==> config.mk <==
export PLATFORM = sky130hd
export DESIGN_NAME = port_pin_ctrl
export DESIGN_NICKNAME = d
export VERILOG_FILES = /design/src/rtl/port_pkg.sv /design/src/rtl/port_pin_ctrl.sv /design/src/rtl/reset_pin_ctrl.sv
export SDC_FILE = /design/constraint.sdc
export NUM_CORES = 1
export LEC_CHECK = 0
export BUFFER_PORTS_ARGS = -buffer_cell sky130_fd_sc_hd__buf_4
export CORE_ASPECT_RATIO = 1.2
export CORE_MARGIN = 2
export CORE_UTILIZATION = 45
export CTS_CLUSTER_DIAMETER = 30
export DETAILED_ROUTE_END_ITERATION = 16
export GPL_TIMING_DRIVEN = 0
export PLACE_DENSITY = 0.75
export SYNTH_ARGS = -nofsm -noshare
export SYNTH_HDL_FRONTEND = slang
export SYNTH_SLANG_ARGS = --single-unit
==> constraint.sdc <==
create_clock -name ref_clk -period 10.9 [get_ports ref_clk]
set_input_delay 2.18 -clock ref_clk [delete_from_list [all_inputs] [get_ports ref_clk]]
set_output_delay 2.18 -clock ref_clk [all_outputs]
set_load 0.1 [all_outputs]
==> src/rtl/port_pkg.sv <==
// Package holding register map, field layouts and reset values of the port pin block
package port_pkg;

   // Register byte addresses (word aligned)
   localparam logic [7:0] P0_DIR_ADDR     = 8'h00;
   localparam logic [7:0] P0_PULL_ADDR    = 8'h04;
   localparam logic [7:0] POL_SEL_ADDR    = 8'h08;
   localparam logic [7:0] P2_DIR_ADDR     = 8'h0c;
   localparam logic [7:0] P2_PULL_ADDR    = 8'h10;
   localparam logic [7:0] P8_DIR_ADDR     = 8'h14;
   localparam logic [7:0] P8_PULL_ADDR    = 8'h18;
   localparam logic [7:0] PA_DIR_ADDR     = 8'h1c;
   localparam logic [7:0] PA_PULL_ADDR    = 8'h20;
   localparam logic [7:0] P0_OUT_ADDR     = 8'h24;
   localparam logic [7:0] P2_OUT_ADDR     = 8'h28;
   localparam logic [7:0] P8_OUT_ADDR     = 8'h2c;
   localparam logic [7:0] PA_OUT_ADDR     = 8'h30;
   localparam logic [7:0] ALT_SEL_ADDR    = 8'h34;
   localparam logic [7:0] P0_IN_ADDR      = 8'h38;
   localparam logic [7:0] P2_IN_ADDR      = 8'h3c;
   localparam logic [7:0] P8_IN_ADDR      = 8'h40;
   localparam logic [7:0] PA_IN_ADDR      = 8'h44;
   localparam logic [7:0] RST_CTRL_ADDR   = 8'h48;
   localparam logic [7:0] RST_STAT_ADDR   = 8'h4c;

   // Port widths
   localparam int P0_W = 6;
   localparam int P2_W = 7;
   localparam int P8_W = 6;
   localparam int PA_W = 8;

   // Pull polarity select field positions
   localparam int POL_P0_BIT = 0;
   localparam int POL_PA_BIT = 1;
   // Alternate function select field positions
   localparam int ALT_P8_BIT = 0;
   localparam int ALT_PA_BIT = 1;
   // Reset status field positions
   localparam int STAT_AUTO_BIT = 0;
   localparam int STAT_PIN_BIT  = 1;

   // Reset values: input, pull off
   localparam logic [7:0]  DIR_RST    = 8'h00;
   localparam logic [7:0]  PULL_RST   = 8'h00;
   localparam logic [7:0]  OUT_RST    = 8'h00;
   localparam logic [1:0]  POL_RST    = 2'h0;
   localparam logic [1:0]  ALT_RST    = 2'h0;
   localparam logic [31:0] UNMAP_DATA = 32'h0000_0000;

   // Clock settle time after reset pin release
   localparam int CLK_FREQ_HZ    = 20_000_000;
   localparam int SETTLE_US      = 100;
   localparam int SETTLE_CYCLES  = (SETTLE_US * (CLK_FREQ_HZ / 1_000_000));
   // Software reset pulse length on the pin
   localparam int SWRST_NS       = 1000;
   localparam int SWRST_CYCLES   = (SWRST_NS * (CLK_FREQ_HZ / 1_000_000) + 999) / 1000;

   typedef struct packed {
      logic [7:0] dir;
      logic [7:0] pull_en;
      logic       pull_up;
      logic       pull_down;
   } pin_cfg_s;

   typedef struct packed {
      logic [P0_W-1:0] oe;
      logic [P0_W-1:0] o;
      logic [P0_W-1:0] pu;
      logic [P0_W-1:0] pd;
   } p0_pins_s;

   typedef struct packed {
      logic [P2_W-1:0] oe;
      logic [P2_W-1:0] o;
      logic [P2_W-1:0] pu;
   } p2_pins_s;

   typedef struct packed {
      logic [P8_W-1:0] oe;
      logic [P8_W-1:0] o;
      logic [P8_W-1:0] pu;
   } p8_pins_s;

   typedef struct packed {
      logic [PA_W-1:0] oe;
      logic [PA_W-1:0] o;
      logic [PA_W-1:0] pu;
      logic [PA_W-1:0] pd;
   } pa_pins_s;

endpackage : port_pkg

==> src/rtl/port_pin_ctrl.sv <==
// Port pin control: direction, pulls, alternate routing and reset pin over Wishbone
//
// How it works
// - Port 0 six pins, per-bit direction
// - Per-bit pull enable, per-port polarity on ports 0 and A
// - Reset: all inputs, pulls off; port settings clear on resetn only, not on a reset pin reset
// - Port 2 seven pins, pull-up only
// - Reset pin low resets, then settle
// - Writing 0 drives reset pin low
// - Reset bit input only, open-drain low
// - Strap high enables auto reset
// - Port A eight bits, shared functions
// - Port 8 bits 0-5, motor timer alternate
// - Port 2 bits 5-6 double as oscillator
//
// Local design decisions: the Wishbone register port and the register offsets.
`timescale 1ns/100ps
module port_pin_ctrl
   import port_pkg::*;
#(
   parameter int SETTLE = SETTLE_CYCLES
) (
   input  wire logic            ref_clk,
   input  wire logic            resetn,
   // Wishbone classic slave
   input  wire logic            wb_cyc_i,
   input  wire logic            wb_stb_i,
   input  wire logic            wb_we_i,
   input  wire logic [7:0]      wb_adr_i,
   input  wire logic [3:0]      wb_sel_i,
   input  wire logic [31:0]     wb_dat_i,
   output logic      [31:0]     wb_dat_o,
   output logic                 wb_ack_o,
   // Pins
   input  wire logic [P0_W-1:0] p0_i,
   output p0_pins_s             p0_pins,
   input  wire logic [P2_W-1:0] p2_i,
   output p2_pins_s             p2_pins,
   input  wire logic [P8_W-1:0] p8_i,
   output p8_pins_s             p8_pins,
   input  wire logic [PA_W-1:0] pa_i,
   output pa_pins_s             pa_pins,
   input  wire logic            reset_pin_low_i,
   output logic                 reset_pin_low_o,
   output logic                 reset_pin_low_oe,
   input  wire logic            auto_reset_strap,
   // Shared peripheral functions
   input  wire logic [P8_W-1:0] motor_timer_output,
   input  wire logic [PA_W-1:0] porta_alt_o,
   input  wire logic [PA_W-1:0] porta_alt_oe,
   input  wire logic            fast_osc_en,
   output logic                 fast_osc_in,
   output logic                 auto_reset_en,
   output logic                 chip_reset,
   output logic                 reset_vector_req
);

   ////////////////////////////////////////////////////////////////////////
   // Reset release and input synchronisers
   logic [1:0]      rst_sync_q;
   logic            rst_n;
   logic [P0_W-1:0] p0_m_q, p0_s_q;
   logic [P2_W-1:0] p2_m_q, p2_s_q;
   logic [P8_W-1:0] p8_m_q, p8_s_q;
   logic [PA_W-1:0] pa_m_q, pa_s_q;
   logic [1:0]      misc_m_q, misc_s_q;

   always_ff @(posedge ref_clk or negedge resetn) begin
      if (!resetn) begin
         rst_sync_q <= 2'h0;
      end else begin
         rst_sync_q <= {rst_sync_q[0], 1'b1};
      end
   end
   assign rst_n = rst_sync_q[1];

   always_ff @(posedge ref_clk or negedge rst_n) begin
      if (!rst_n) begin
         p0_m_q   <= '0;
         p0_s_q   <= '0;
         p2_m_q   <= '0;
         p2_s_q   <= '0;
         p8_m_q   <= '0;
         p8_s_q   <= '0;
         pa_m_q   <= '0;
         pa_s_q   <= '0;
         misc_m_q <= 2'h0;
         misc_s_q <= 2'h0;
      end else begin
         p0_m_q   <= p0_i;
         p0_s_q   <= p0_m_q;
         p2_m_q   <= p2_i;
         p2_s_q   <= p2_m_q;
         p8_m_q   <= p8_i;
         p8_s_q   <= p8_m_q;
         pa_m_q   <= pa_i;
         pa_s_q   <= pa_m_q;
         misc_m_q <= {auto_reset_strap, reset_pin_low_i};
         misc_s_q <= misc_m_q;
      end
   end

   ////////////////////////////////////////////////////////////////////////
   // Register file
   logic [7:0] p0_dir_q, p0_dir_d, p0_pull_q, p0_pull_d, p0_out_q, p0_out_d;
   logic [7:0] p2_dir_q, p2_dir_d, p2_pull_q, p2_pull_d, p2_out_q, p2_out_d;
   logic [7:0] p8_dir_q, p8_dir_d, p8_pull_q, p8_pull_d, p8_out_q, p8_out_d;
   logic [7:0] pa_dir_q, pa_dir_d, pa_pull_q, pa_pull_d, pa_out_q, pa_out_d;
   logic [1:0] pol_q, pol_d, alt_q, alt_d;
   logic       ack_q, ack_d;
   logic [31:0] rdata_q, rdata_d;
   logic       sw_reset;
   logic       wr;

   // Byte lane 0 merge; fields live in the low byte
   function automatic logic [7:0] lane0(input logic [7:0] old, input logic [3:0] sel, input logic [31:0] d);
      lane0 = sel[0] ? d[7:0] : old;
   endfunction : lane0

   assign wr = wb_cyc_i && wb_stb_i && wb_we_i && !ack_q;

   // Pulls act on inputs only; one polarity bit serves the whole port
   function automatic logic [7:0] pull_of(input logic [7:0] en, input logic [7:0] oe, input logic want);
      pull_of = want ? (en & ~oe) : 8'h00;
   endfunction : pull_of

   always_comb begin
      p0_dir_d  = p0_dir_q;
      p0_pull_d = p0_pull_q;
      p0_out_d  = p0_out_q;
      p2_dir_d  = p2_dir_q;
      p2_pull_d = p2_pull_q;
      p2_out_d  = p2_out_q;
      p8_dir_d  = p8_dir_q;
      p8_pull_d = p8_pull_q;
      p8_out_d  = p8_out_q;
      pa_dir_d  = pa_dir_q;
      pa_pull_d = pa_pull_q;
      pa_out_d  = pa_out_q;
      pol_d     = pol_q;
      alt_d     = alt_q;
      sw_reset  = 1'b0;
      ack_d     = wb_cyc_i && wb_stb_i && !ack_q;
      rdata_d   = UNMAP_DATA;
      if (wr) begin
         case (wb_adr_i)
            P0_DIR_ADDR:   p0_dir_d  = lane0(p0_dir_q, wb_sel_i, wb_dat_i) & 8'h3f;
            P0_PULL_ADDR:  p0_pull_d = lane0(p0_pull_q, wb_sel_i, wb_dat_i) & 8'h3f;
            POL_SEL_ADDR:  pol_d     = wb_sel_i[0] ? wb_dat_i[1:0] : pol_q;
            P2_DIR_ADDR:   p2_dir_d  = lane0(p2_dir_q, wb_sel_i, wb_dat_i) & 8'h7f;
            P2_PULL_ADDR:  p2_pull_d = lane0(p2_pull_q, wb_sel_i, wb_dat_i) & 8'h7f;
            P8_DIR_ADDR:   p8_dir_d  = lane0(p8_dir_q, wb_sel_i, wb_dat_i) & 8'h3f;
            P8_PULL_ADDR:  p8_pull_d = lane0(p8_pull_q, wb_sel_i, wb_dat_i) & 8'h3f;
            PA_DIR_ADDR:   pa_dir_d  = lane0(pa_dir_q, wb_sel_i, wb_dat_i);
            PA_PULL_ADDR:  pa_pull_d = lane0(pa_pull_q, wb_sel_i, wb_dat_i);
            P0_OUT_ADDR:   p0_out_d  = lane0(p0_out_q, wb_sel_i, wb_dat_i) & 8'h3f;
            P2_OUT_ADDR:   p2_out_d  = lane0(p2_out_q, wb_sel_i, wb_dat_i) & 8'h7f;
            P8_OUT_ADDR:   p8_out_d  = lane0(p8_out_q, wb_sel_i, wb_dat_i) & 8'h3f;
            PA_OUT_ADDR:   pa_out_d  = lane0(pa_out_q, wb_sel_i, wb_dat_i);
            ALT_SEL_ADDR:  alt_d     = wb_sel_i[0] ? wb_dat_i[1:0] : alt_q;
            // Writing 0 to the reset port bit starts a software reset
            RST_CTRL_ADDR: sw_reset  = wb_sel_i[0] && !wb_dat_i[0];
            default:       sw_reset  = 1'b0;
         endcase
      end
      case (wb_adr_i)
         P0_DIR_ADDR:   rdata_d = {24'h0, p0_dir_q};
         P0_PULL_ADDR:  rdata_d = {24'h0, p0_pull_q};
         POL_SEL_ADDR:  rdata_d = {30'h0, pol_q};
         P2_DIR_ADDR:   rdata_d = {24'h0, p2_dir_q};
         P2_PULL_ADDR:  rdata_d = {24'h0, p2_pull_q};
         P8_DIR_ADDR:   rdata_d = {24'h0, p8_dir_q};
         P8_PULL_ADDR:  rdata_d = {24'h0, p8_pull_q};
         PA_DIR_ADDR:   rdata_d = {24'h0, pa_dir_q};
         PA_PULL_ADDR:  rdata_d = {24'h0, pa_pull_q};
         P0_OUT_ADDR:   rdata_d = {24'h0, p0_out_q};
         P2_OUT_ADDR:   rdata_d = {24'h0, p2_out_q};
         P8_OUT_ADDR:   rdata_d = {24'h0, p8_out_q};
         PA_OUT_ADDR:   rdata_d = {24'h0, pa_out_q};
         ALT_SEL_ADDR:  rdata_d = {30'h0, alt_q};
         P0_IN_ADDR:    rdata_d = {26'h0, p0_s_q};
         P2_IN_ADDR:    rdata_d = {25'h0, p2_s_q};
         P8_IN_ADDR:    rdata_d = {26'h0, p8_s_q};
         PA_IN_ADDR:    rdata_d = {24'h0, pa_s_q};
         RST_CTRL_ADDR: rdata_d = {31'h0, misc_s_q[0]};
         RST_STAT_ADDR: rdata_d = {30'h0, misc_s_q[0], auto_reset_en};
         default:       rdata_d = UNMAP_DATA;
      endcase
   end

   always_ff @(posedge ref_clk or negedge rst_n) begin
      if (!rst_n) begin
         p0_dir_q  <= DIR_RST;
         p0_pull_q <= PULL_RST;
         p0_out_q  <= OUT_RST;
         p2_dir_q  <= DIR_RST;
         p2_pull_q <= PULL_RST;
         p2_out_q  <= OUT_RST;
         p8_dir_q  <= DIR_RST;
         p8_pull_q <= PULL_RST;
         p8_out_q  <= OUT_RST;
         pa_dir_q  <= DIR_RST;
         pa_pull_q <= PULL_RST;
         pa_out_q  <= OUT_RST;
         pol_q     <= POL_RST;
         alt_q     <= ALT_RST;
         ack_q     <= 1'b0;
         rdata_q   <= UNMAP_DATA;
      end else begin
         p0_dir_q  <= p0_dir_d;
         p0_pull_q <= p0_pull_d;
         p0_out_q  <= p0_out_d;
         p2_dir_q  <= p2_dir_d;
         p2_pull_q <= p2_pull_d;
         p2_out_q  <= p2_out_d;
         p8_dir_q  <= p8_dir_d;
         p8_pull_q <= p8_pull_d;
         p8_out_q  <= p8_out_d;
         pa_dir_q  <= pa_dir_d;
         pa_pull_q <= pa_pull_d;
         pa_out_q  <= pa_out_d;
         pol_q     <= pol_d;
         alt_q     <= alt_d;
         ack_q     <= ack_d;
         rdata_q   <= rdata_d;
      end
   end

   assign wb_ack_o = ack_q;
   assign wb_dat_o = rdata_q;

   ////////////////////////////////////////////////////////////////////////
   // Auto reset strap, caught after reset release
   logic       strap_q, strap_d;
   logic [1:0] strap_cnt_q, strap_cnt_d;

   always_comb begin
      // Synchroniser shows its reset value for two edges, so catch the strap after them
      strap_cnt_d = (strap_cnt_q == 2'h3) ? strap_cnt_q : strap_cnt_q + 2'h1;
      strap_d     = (strap_cnt_q == 2'h2) ? misc_s_q[1] : strap_q;
   end

   always_ff @(posedge ref_clk or negedge rst_n) begin
      if (!rst_n) begin
         strap_q     <= 1'b0;
         strap_cnt_q <= 2'h0;
      end else begin
         strap_q     <= strap_d;
         strap_cnt_q <= strap_cnt_d;
      end
   end
   assign auto_reset_en = strap_q;

   ////////////////////////////////////////////////////////////////////////
   // Pin drive; pulls only act on inputs
   always_comb begin
      p0_pins.oe = p0_dir_q[P0_W-1:0];
      p0_pins.o  = p0_out_q[P0_W-1:0];
      // One polarity per port, so up and down never mix
      p0_pins.pu = P0_W'(pull_of(p0_pull_q, p0_dir_q, ~pol_q[POL_P0_BIT]));
      p0_pins.pd = P0_W'(pull_of(p0_pull_q, p0_dir_q, pol_q[POL_P0_BIT]));

      p2_pins.oe = p2_dir_q[P2_W-1:0];
      p2_pins.o  = p2_out_q[P2_W-1:0];
      p2_pins.pu = p2_pull_q[P2_W-1:0] & ~p2_dir_q[P2_W-1:0];
      // Oscillator owns bits 5 and 6 while enabled
      if (fast_osc_en) begin
         p2_pins.oe[6:5] = 2'h0;
         p2_pins.pu[6:5] = 2'h0;
      end

      p8_pins.oe = p8_dir_q[P8_W-1:0];
      p8_pins.o  = alt_q[ALT_P8_BIT] ? motor_timer_output : p8_out_q[P8_W-1:0];
      p8_pins.pu = p8_pull_q[P8_W-1:0] & ~p8_dir_q[P8_W-1:0];

      pa_pins.oe = alt_q[ALT_PA_BIT] ? porta_alt_oe : pa_dir_q;
      pa_pins.o  = alt_q[ALT_PA_BIT] ? porta_alt_o : pa_out_q;
      pa_pins.pu = pull_of(pa_pull_q, pa_pins.oe, ~pol_q[POL_PA_BIT]);
      pa_pins.pd = pull_of(pa_pull_q, pa_pins.oe, pol_q[POL_PA_BIT]);
   end

   assign fast_osc_in = p2_s_q[5];

   ////////////////////////////////////////////////////////////////////////
   reset_pin_ctrl #(
      .SETTLE (SETTLE)
   ) u_reset_pin (
      .ref_clk          (ref_clk),
      .rst_n_sync       (rst_n),
      .pin_level        (misc_s_q[0]),
      .sw_reset         (sw_reset),
      .pin_oe           (reset_pin_low_oe),
      .pin_o            (reset_pin_low_o),
      .chip_reset       (chip_reset),
      .reset_vector_req (reset_vector_req)
   );

endmodule : port_pin_ctrl

==> src/rtl/reset_pin_ctrl.sv <==
// Reset pin sequencer: pin release, clock settle wait, software reset drive
`timescale 1ns/100ps
module reset_pin_ctrl
   import port_pkg::*;
#(
   parameter int SETTLE = SETTLE_CYCLES
) (
   input  wire logic ref_clk,
   input  wire logic rst_n_sync,
   input  wire logic pin_level,
   input  wire logic sw_reset,
   output logic      pin_oe,
   output logic      pin_o,
   output logic      chip_reset,
   output logic      reset_vector_req
);

   typedef enum logic [1:0] {ST_HELD, ST_SETTLE, ST_RUN, ST_SWDRIVE} rst_state_e;

   rst_state_e  state_q, state_d;
   logic [31:0] cnt_q, cnt_d;
   logic        req_q, req_d;

   ////////////////////////////////////////////////////////////////////////
   always_comb begin
      state_d = state_q;
      cnt_d   = cnt_q;
      req_d   = 1'b0;
      case (state_q)
         ST_HELD: begin
            cnt_d = 32'h0000_0000;
            if (pin_level) begin
               state_d = ST_SETTLE;
            end
         end
         ST_SETTLE: begin
            // Wait for clock to settle before vectoring
            if (!pin_level) begin
               state_d = ST_HELD;
            end else if (cnt_q >= 32'(SETTLE - 1)) begin
               state_d = ST_RUN;
               req_d   = 1'b1;
            end else begin
               cnt_d = cnt_q + 32'h0000_0001;
            end
         end
         ST_RUN: begin
            cnt_d = 32'h0000_0000;
            if (sw_reset) begin
               state_d = ST_SWDRIVE;
            end else if (!pin_level) begin
               state_d = ST_HELD;
            end
         end
         ST_SWDRIVE: begin
            // Hold the pin low long enough for outside parts to see it
            if (cnt_q >= 32'(SWRST_CYCLES - 1)) begin
               state_d = ST_HELD;
            end else begin
               cnt_d = cnt_q + 32'h0000_0001;
            end
         end
         default: begin
            state_d = ST_HELD;
         end
      endcase
   end

   always_ff @(posedge ref_clk or negedge rst_n_sync) begin
      if (!rst_n_sync) begin
         state_q <= ST_HELD;
         cnt_q   <= 32'h0000_0000;
         req_q   <= 1'b0;
      end else begin
         state_q <= state_d;
         cnt_q   <= cnt_d;
         req_q   <= req_d;
      end
   end

   // Open drain: only ever pulls low, never drives high
   assign pin_oe           = (state_q == ST_SWDRIVE);
   assign pin_o            = 1'b0;
   assign chip_reset       = (state_q != ST_RUN);
   assign reset_vector_req = req_q;

endmodule : reset_pin_ctrl

==> impl_metrics.py, run 1 <==
metrics = {
    "placed_design": {
        "pre_cts_slack_ns": 5.71,
        "place_congestion": 0.897,
        "dp_hpwl_um": 17400,
        "portBuffers": 179,
        "dp.cells": 1142,
    },
    "cells_and_area": {
        "fill_cells": 1553,
        "final_cell_mix": "210 x buf_4, 191 x dfrtp_1, 89 x mux2_2",
        "syn_to_final_growth_pct": 28.4,
        "layout.cells.non_filler": 1174,
        "final_common_cell": "buf_4",
        "utilization_pct": 58.9,
        "layout-drive-gt1-share_pct": 40.6,
        "diodes": 0,
        "nNetsFinal": 1009,
    },
    "critical_path": {
        "critPathMaxFanout": 3,
        "end_kind": "primary output",
        "crit_end": "pa_pins[10]",
        "cp.required_ns": 8.72,
        "reg2regPathDepth": 5,
        "reg2reg_to": "p2_pull_q[2]",
        "critPathKind": "in2out",
        "cp.arrival_ns": 3.01,
        "start_kind": "primary input",
        "rr_startpoint": "wb_ack_o",
        "crit_path_start": "porta_alt_oe[2]",
        "reg2reg_slack_ns": 8.47,
    },
    "global_routing": {
        "grt.total_usage_pct": 23.1,
        "grt_overflow_total": 0,
        "grt_max_degree": 75,
        "grt_first_pass_wirelength_um": 34700,
        "antenna_found_initial": 0,
        "grt_pass1_vias": 6045,
    },
    "die": {
        "core_um2": 18800,
        "start_util_pct": 45.8,
        "die_x_um": 130,
        "die-area_um2": 20300,
        "fp.dieH_um": 156,
        "rows": 55,
        "ios": 235,
    },
    "route": {
        "wl_met2_um": 11400,
        "dr.pass1.iters": 5,
        "routed_wl_um": 23100,
        "ant_nets": 0,
        "vias": 6408,
        "initialDrtViolationCount": 626,
        "avgRoutedWirePerCell_um": 19.7,
        "drc": 0,
        "highest_layer": "met4",
        "routedLengthMet1_um": 9150,
        "routed_via_density": 5.46,
        "wl_met3_um": 1710,
    },
    "timing": {
        "fin_setup_tns_ns": 0,
        "timing.final.crit_period_ns": 5.19,
        "tightest_slew_ns": 1.22,
        "slew_viol_final": 0,
        "hold_viol": 0,
        "fin_crit_sh_pct": 47.6,
        "max_freq_mhz": 193,
        "rsz0062_at_grt": "false",
        "fin_ws_ns": 5.71,
        "slew_headroom_pct": 18.5,
        "setup-violations-final": 0,
        "skew_ns": 0.00709,
    },
    "power": {
        "pwr-share-seq_pct": 47.7,
        "switching_share_pct": 25.4,
        "power.density_nw_per_um2": 140,
        "p_sw_mw": 0.394,
        "comb_power_share_pct": 9.7,
        "p_leak_nw": 5.56,
        "ir_worst_vdd_uv": 92.0,
        "p_int_mw": 1.16,
        "p_clk_share_pct": 42.5,
    },
    "synth": {
        "synthTopCellsByArea": "dfrtp_1 56%, mux2_2 12%, buf_4 2.7%",
        "ys_seq_elements": 192,
        "synth_area_um2": 8610,
        "syn_inst": 681,
        "synth_cell_types": 67,
        "synth_top_area_share_pct": 55.8,
        "avgSynthCellArea_um2": 12.6,
        "synthArstFlopShare_pct": 100,
        "seq_area_frac_synth_pct": 55.8,
        "ys.flop_type": "dfrtp_1",
        "synth-edff-count": 0,
        "yosys.area.top_type": "dfrtp_1",
        "yosys_warnings": 0,
    },
    "clock_tree": {
        "ctsRootBufferMaster": "clkbuf_16",
        "cts-htree-levels": 4,
        "clk_path_buf_depth": 2,
        "cts_resized": 0,
        "path_clk_slew_ns": 0.07,
        "clkSinkCount": 192,
        "cts_hold_buf": 0,
        "cts_setup_buffers": 0,
        "cts_buffers": 17,
        "cts_tree": "done",
        "clkLatencyLatePin_ns": 0.43,
    },
    "flow_run": {
        "max_cap_viol_count": 0,
    },
    "hold_path": {
        "hold_class": "reg2reg",
    },
    "run_status": {
        "status": "complete, no violations",
    },
}
## critical path, stage by stage
cell     delay (ns)
buf_4          0.11
mux2i_1        0.20
nand2_1        0.08
nor2_1         0.13
buf_4          0.31
## sequential cells by signal, indices dropped and copies added, names as in the netlist, 8 cells and up
register	flops
pa_dir_q	8
pa_pull_q	8
pa_m_q	8
pa_s_q	8
u_reset_pin.cnt_q	32
pa_out_q	8
wb_dat_o	8
## routing by layer
metal,global-route usage [%],vias up
met3,4.46,60
li1,-,2861
met5,0,-
met4,9.32,0
met2,38.0,330
met1,30.2,3157
## layout make-up
class                           count  area, um2  share of cell area, %
Timing Repair Buffer              181       1400                   12.7
Clock inverter                     15        208                   1.88
Buffer                             63        370                   3.35
Clock buffer                       17        425                   3.85
Multi-Input combinational cell    436       3470                   31.4
Tap cell                          256        320                   2.90
Sequential cell                   192       4810                   43.5
Inverter                           14       52.6                  0.475
## synth_stat cells, drive strengths merged (14+ instances only)
cell type / n
buf: 45
nand2: 32
inv: 14
mux2: 104
and2: 21
nor2: 24
nor2b: 16
clkbuf: 18
nand3: 24
a22oi: 25
dfrtp: 192
mux2i: 21
## worst min path at each step
stage / depth (start not counted) / end / slack, ns / from
after floorplan: 0 / misc_s_q[0] / 0.33 / misc_m_q[0]
after global placement: 0 / p2_s_q[5] / 0.33 / p2_m_q[5]
after detailed placement: 0 / p0_s_q[1] / 0.33 / p0_m_q[1]
after CTS: 0 / p0_s_q[1] / 0.35 / p0_m_q[1]
after global routing: 0 / p8_s_q[4] / 0.35 / p8_m_q[4]
final: 0 / pa_s_q[1] / 0.35 / pa_m_q[1]
## power groups by stage
stage                     clock, mW  sequential, mW  combinational (mW)
after global placement            0           0.764               0.137
after global routing          0.701           0.743               0.160
after detailed placement          0           0.755               0.151
after CTS                     0.668           0.741               0.151
final                         0.660           0.741               0.151
after floorplan                   0           0.767              0.0889
## logic make-up after synthesis
kind of cell / synth area share (%)
AO/OA/AOI/OAI: 8.27
XOR/XNOR: 0.305
adder cells (fa/ha/maj): 0.436
buffers and inverters: 4.91
flip-flops: 55.8
multiplexers: 16.3
other: 0.0872
AND/OR/NAND/NOR: 13.9
## metrics by stage
step / hold slack, ns / area [um2] / power (mW)
after floorplan: 0.331 / 8700 / 0.856
after global placement: 0.331 / 10400 / 0.901
after detailed placement: 0.335 / 10400 / 0.905
after CTS: 0.350 / 11100 / 1.56
after global routing: 0.351 / 11100 / 1.60
final: 0.346 / 11100 / 1.55
Note: power is estimated with default switching activity, not from simulation.
==> inputs of run 2 (changes only) <==
- ABC_AREA: not set -> 1
- PLACE_DENSITY: 0.75 -> 0.77
- clock period: 10.9 -> 4.73 ns (I/O delays scaled with it)
==> impl_metrics.py, run 2 <==
metrics = {
    "route": {
        "vias": 7159,
        "avgRoutedWirePerCell_um": 16.1,
        "routed_via_density": 4.89,
        "dr.pass1.iters": 5,
        "routed_wl_um": 23600,
        "ant_nets": 0,
        "initialDrtViolationCount": 540,
        "drc": 0,
    },
    "synth": {
        "post-synth-top-count-cell": "nand2_1",
        "synthArstFlopShare_pct": 100,
        "yosys_warnings": 0,
        "syn_inst": 961,
        "seq_area_frac_synth_pct": 53.4,
        "synth-edff-count": 0,
        "synthTopCellsByArea": "dfrtp_1 53%, nand2_1 11%, nor2_4 3.8%",
        "ys_seq_elements": 192,
        "yosys.area.top_type": "dfrtp_1",
        "ys_top_cells_by_count": "258 x nand2_1, 192 x dfrtp_1, 85 x nor2_1",
        "ys.flop_type": "dfrtp_1",
        "synth_area_um2": 8990,
        "avgSynthCellArea_um2": 9.35,
        "synth_cell_types": 41,
        "synth_top_area_share_pct": 53.4,
    },
    "clock_tree": {
        "path_clk_slew_ns": 0.07,
        "cts_setup_buffers": 0,
        "cts-htree-levels": 4,
        "clkLatencyLatePin_ns": 0.43,
        "cts_resized": 0,
        "ctsRootBufferMaster": "clkbuf_16",
        "clk_path_buf_depth": 2,
        "cts_buffers": 17,
        "clkSinkCount": 192,
        "cts_tree": "done",
        "cts_hold_buf": 0,
    },
    "timing": {
        "setup-violations-final": 0,
        "hold_viol": 0,
        "tightest_slew_ns": 0.802,
        "max_freq_mhz": 315,
        "slew_viol_final": 0,
        "timing.final.crit_period_ns": 3.17,
        "skew_ns": 0.00647,
        "slew_headroom_pct": 46.6,
        "fin_crit_sh_pct": 67.0,
        "rsz0062_at_grt": "false",
        "fin_setup_tns_ns": 0,
    },
    "global_routing": {
        "grt_first_pass_wirelength_um": 37500,
        "antenna_found_initial": 0,
        "grt_max_degree": 68,
        "grt_pass1_vias": 7010,
        "grt.total_usage_pct": 23.0,
        "grt_overflow_total": 0,
    },
    "critical_path": {
        "cp.arrival_ns": 2.23,
        "end_kind": "primary output",
        "critPathKind": "reg2out",
        "start_kind": "flip-flop",
        "cp.required_ns": 3.78,
        "critPathMaxFanout": 10,
        "reg2reg_slack_ns": 2.87,
    },
    "power": {
        "pwr-share-seq_pct": 46.6,
        "power_mw": 3.71,
        "p_clk_share_pct": 38.1,
        "power.density_nw_per_um2": 324,
        "switching_share_pct": 30.1,
        "p_int_mw": 2.59,
        "p_leak_nw": 5.52,
        "p_sw_mw": 1.12,
        "comb_power_share_pct": 15.3,
        "ir_worst_vdd_uv": 225,
    },
    "die": {
        "fp.dieH_um": 159,
        "rows": 56,
        "ios": 235,
        "start_util_pct": 46.0,
        "die_x_um": 133,
        "die-area_um2": 21100,
        "core_um2": 19500,
    },
    "placed_design": {
        "dp_hpwl_um": 17900,
        "place_congestion": 0.914,
        "portBuffers": 182,
    },
    "flow_run": {
        "max_cap_viol_count": 0,
    },
    "cells_and_area": {
        "nNetsFinal": 1293,
        "layout-drive-gt1-share_pct": 32.0,
        "final_common_cell": "nand2_1",
        "syn_to_final_growth_pct": 27.1,
        "utilization_pct": 58.5,
        "diodes": 0,
        "largest_reg_flops": 32,
        "final_cell_mix": "258 x nand2_1, 214 x buf_4, 191 x dfrtp_1",
        "top_register": "u_reset_pin.cnt_q",
    },
    "hold_path": {
        "hold_class": "in2async",
    },
    "run_status": {
        "status": "complete, no violations",
    },
}
[run 2: changes by cell type in the layout (fill, tap and decap cells not counted), moves of 16 or more]
| cell | delta |
|---|---|
| o21ai_2 | +29 |
| inv_1 | +70 |
| o21ai_1 | +60 |
| a22oi_1 | -25 |
| nand2_1 | +227 |
| mux2_2 | -75 |
| mux2i_1 | -21 |
| and2_1 | -21 |
| nor2_1 | +62 |
| nor2_4 | +30 |
| nor2b_1 | -16 |
[run 2: final timing paths]
| path | startpoint | end | depth (start not counted) |
|---|---|---|---|
| setup reg to reg | u_reset_pin.cnt_q[0] | u_reset_pin.cnt_q[31] | 12 |
| hold / removal | resetn | rst_sync_q[1] | 1 |
| setup / recovery | alt_q[1] | pa_pins[16] | 4 |
| max in group asynchronous | rst_sync_q[1] | wb_dat_o[2] | 2 |
| hold reg to reg | rst_sync_q[1] | p0_m_q[0] | 0 |
| min in group ref_clk | pa_m_q[4] | pa_s_q[4] | 0 |
[run 2: layout make-up]
| cell class | instances | area [um2] |
|---|---|---|
| Buffer | 60 | 438 |
| Clock buffer | 17 | 425 |
| Clock inverter | 15 | 151 |
| Fill cell | 1714 | 8120 |
| Inverter | 92 | 353 |
| Multi-Input combinational cell | 641 | 3480 |
| Sequential cell | 192 | 4810 |
| Tap cell | 261 | 327 |
| Timing Repair Buffer | 185 | 1440 |
[run 2: critical path: stages (launching register included)]
cell and delay, ns:
dfrtp_1 0.32, clkbuf_1 0.28, clkbuf_1 0.55, mux2_2 0.41, buf_4 0.23
[run 2: metrics by stage]
step / area [um2] / hold WS (ns) / cells / setup slack, ns
after global placement: 10800 / 0.332 / 1428 / 0.504
after global routing: 11400 / 0.258 / 1463 / 1.43
final: 11400 / 0.277 / 1463 / 1.56
after detailed placement: 10900 / 0.308 / 1431 / 1.78
after floorplan: 9080 / 0.331 / 985 / 0.734
after CTS: 11400 / 0.260 / 1463 / 1.54
[run 2: layer usage]
metal | GRT usage (%) | up-vias | routed length (um)
li1 | - | 3460 | -
met1 | 28.9 | 3383 | 9600
met2 | 38.9 | 273 | 11700
met3 | 4.41 | 43 | 1490
met4 | 9.78 | 0 | 756
met5 | 0 | - | 0
[run 2: kinds of logic (layout without fill, tap and decap cells)]
group	count (synthesis)	count (layout)	synth area share, %
mux	14	14	1.75
other cells	2	26	0.0835
simple gates	464	464	26.0
compound gates	126	126	8.73
flops	192	192	53.4
fa+ha+maj	3	3	0.418
buf+inv	152	369	8.80
xor+xnor	8	8	0.779
[run 2: power by group through the flow]
stage | Combinational, mW | Sequential (mW) | Clock (mW)
floorplan | 0.392 | 1.79 | 0
global placement | 0.532 | 1.78 | 0
detailed placement | 0.572 | 1.76 | 0
CTS | 0.574 | 1.73 | 1.43
global route | 0.617 | 1.73 | 1.49
finish | 0.569 | 1.73 | 1.41
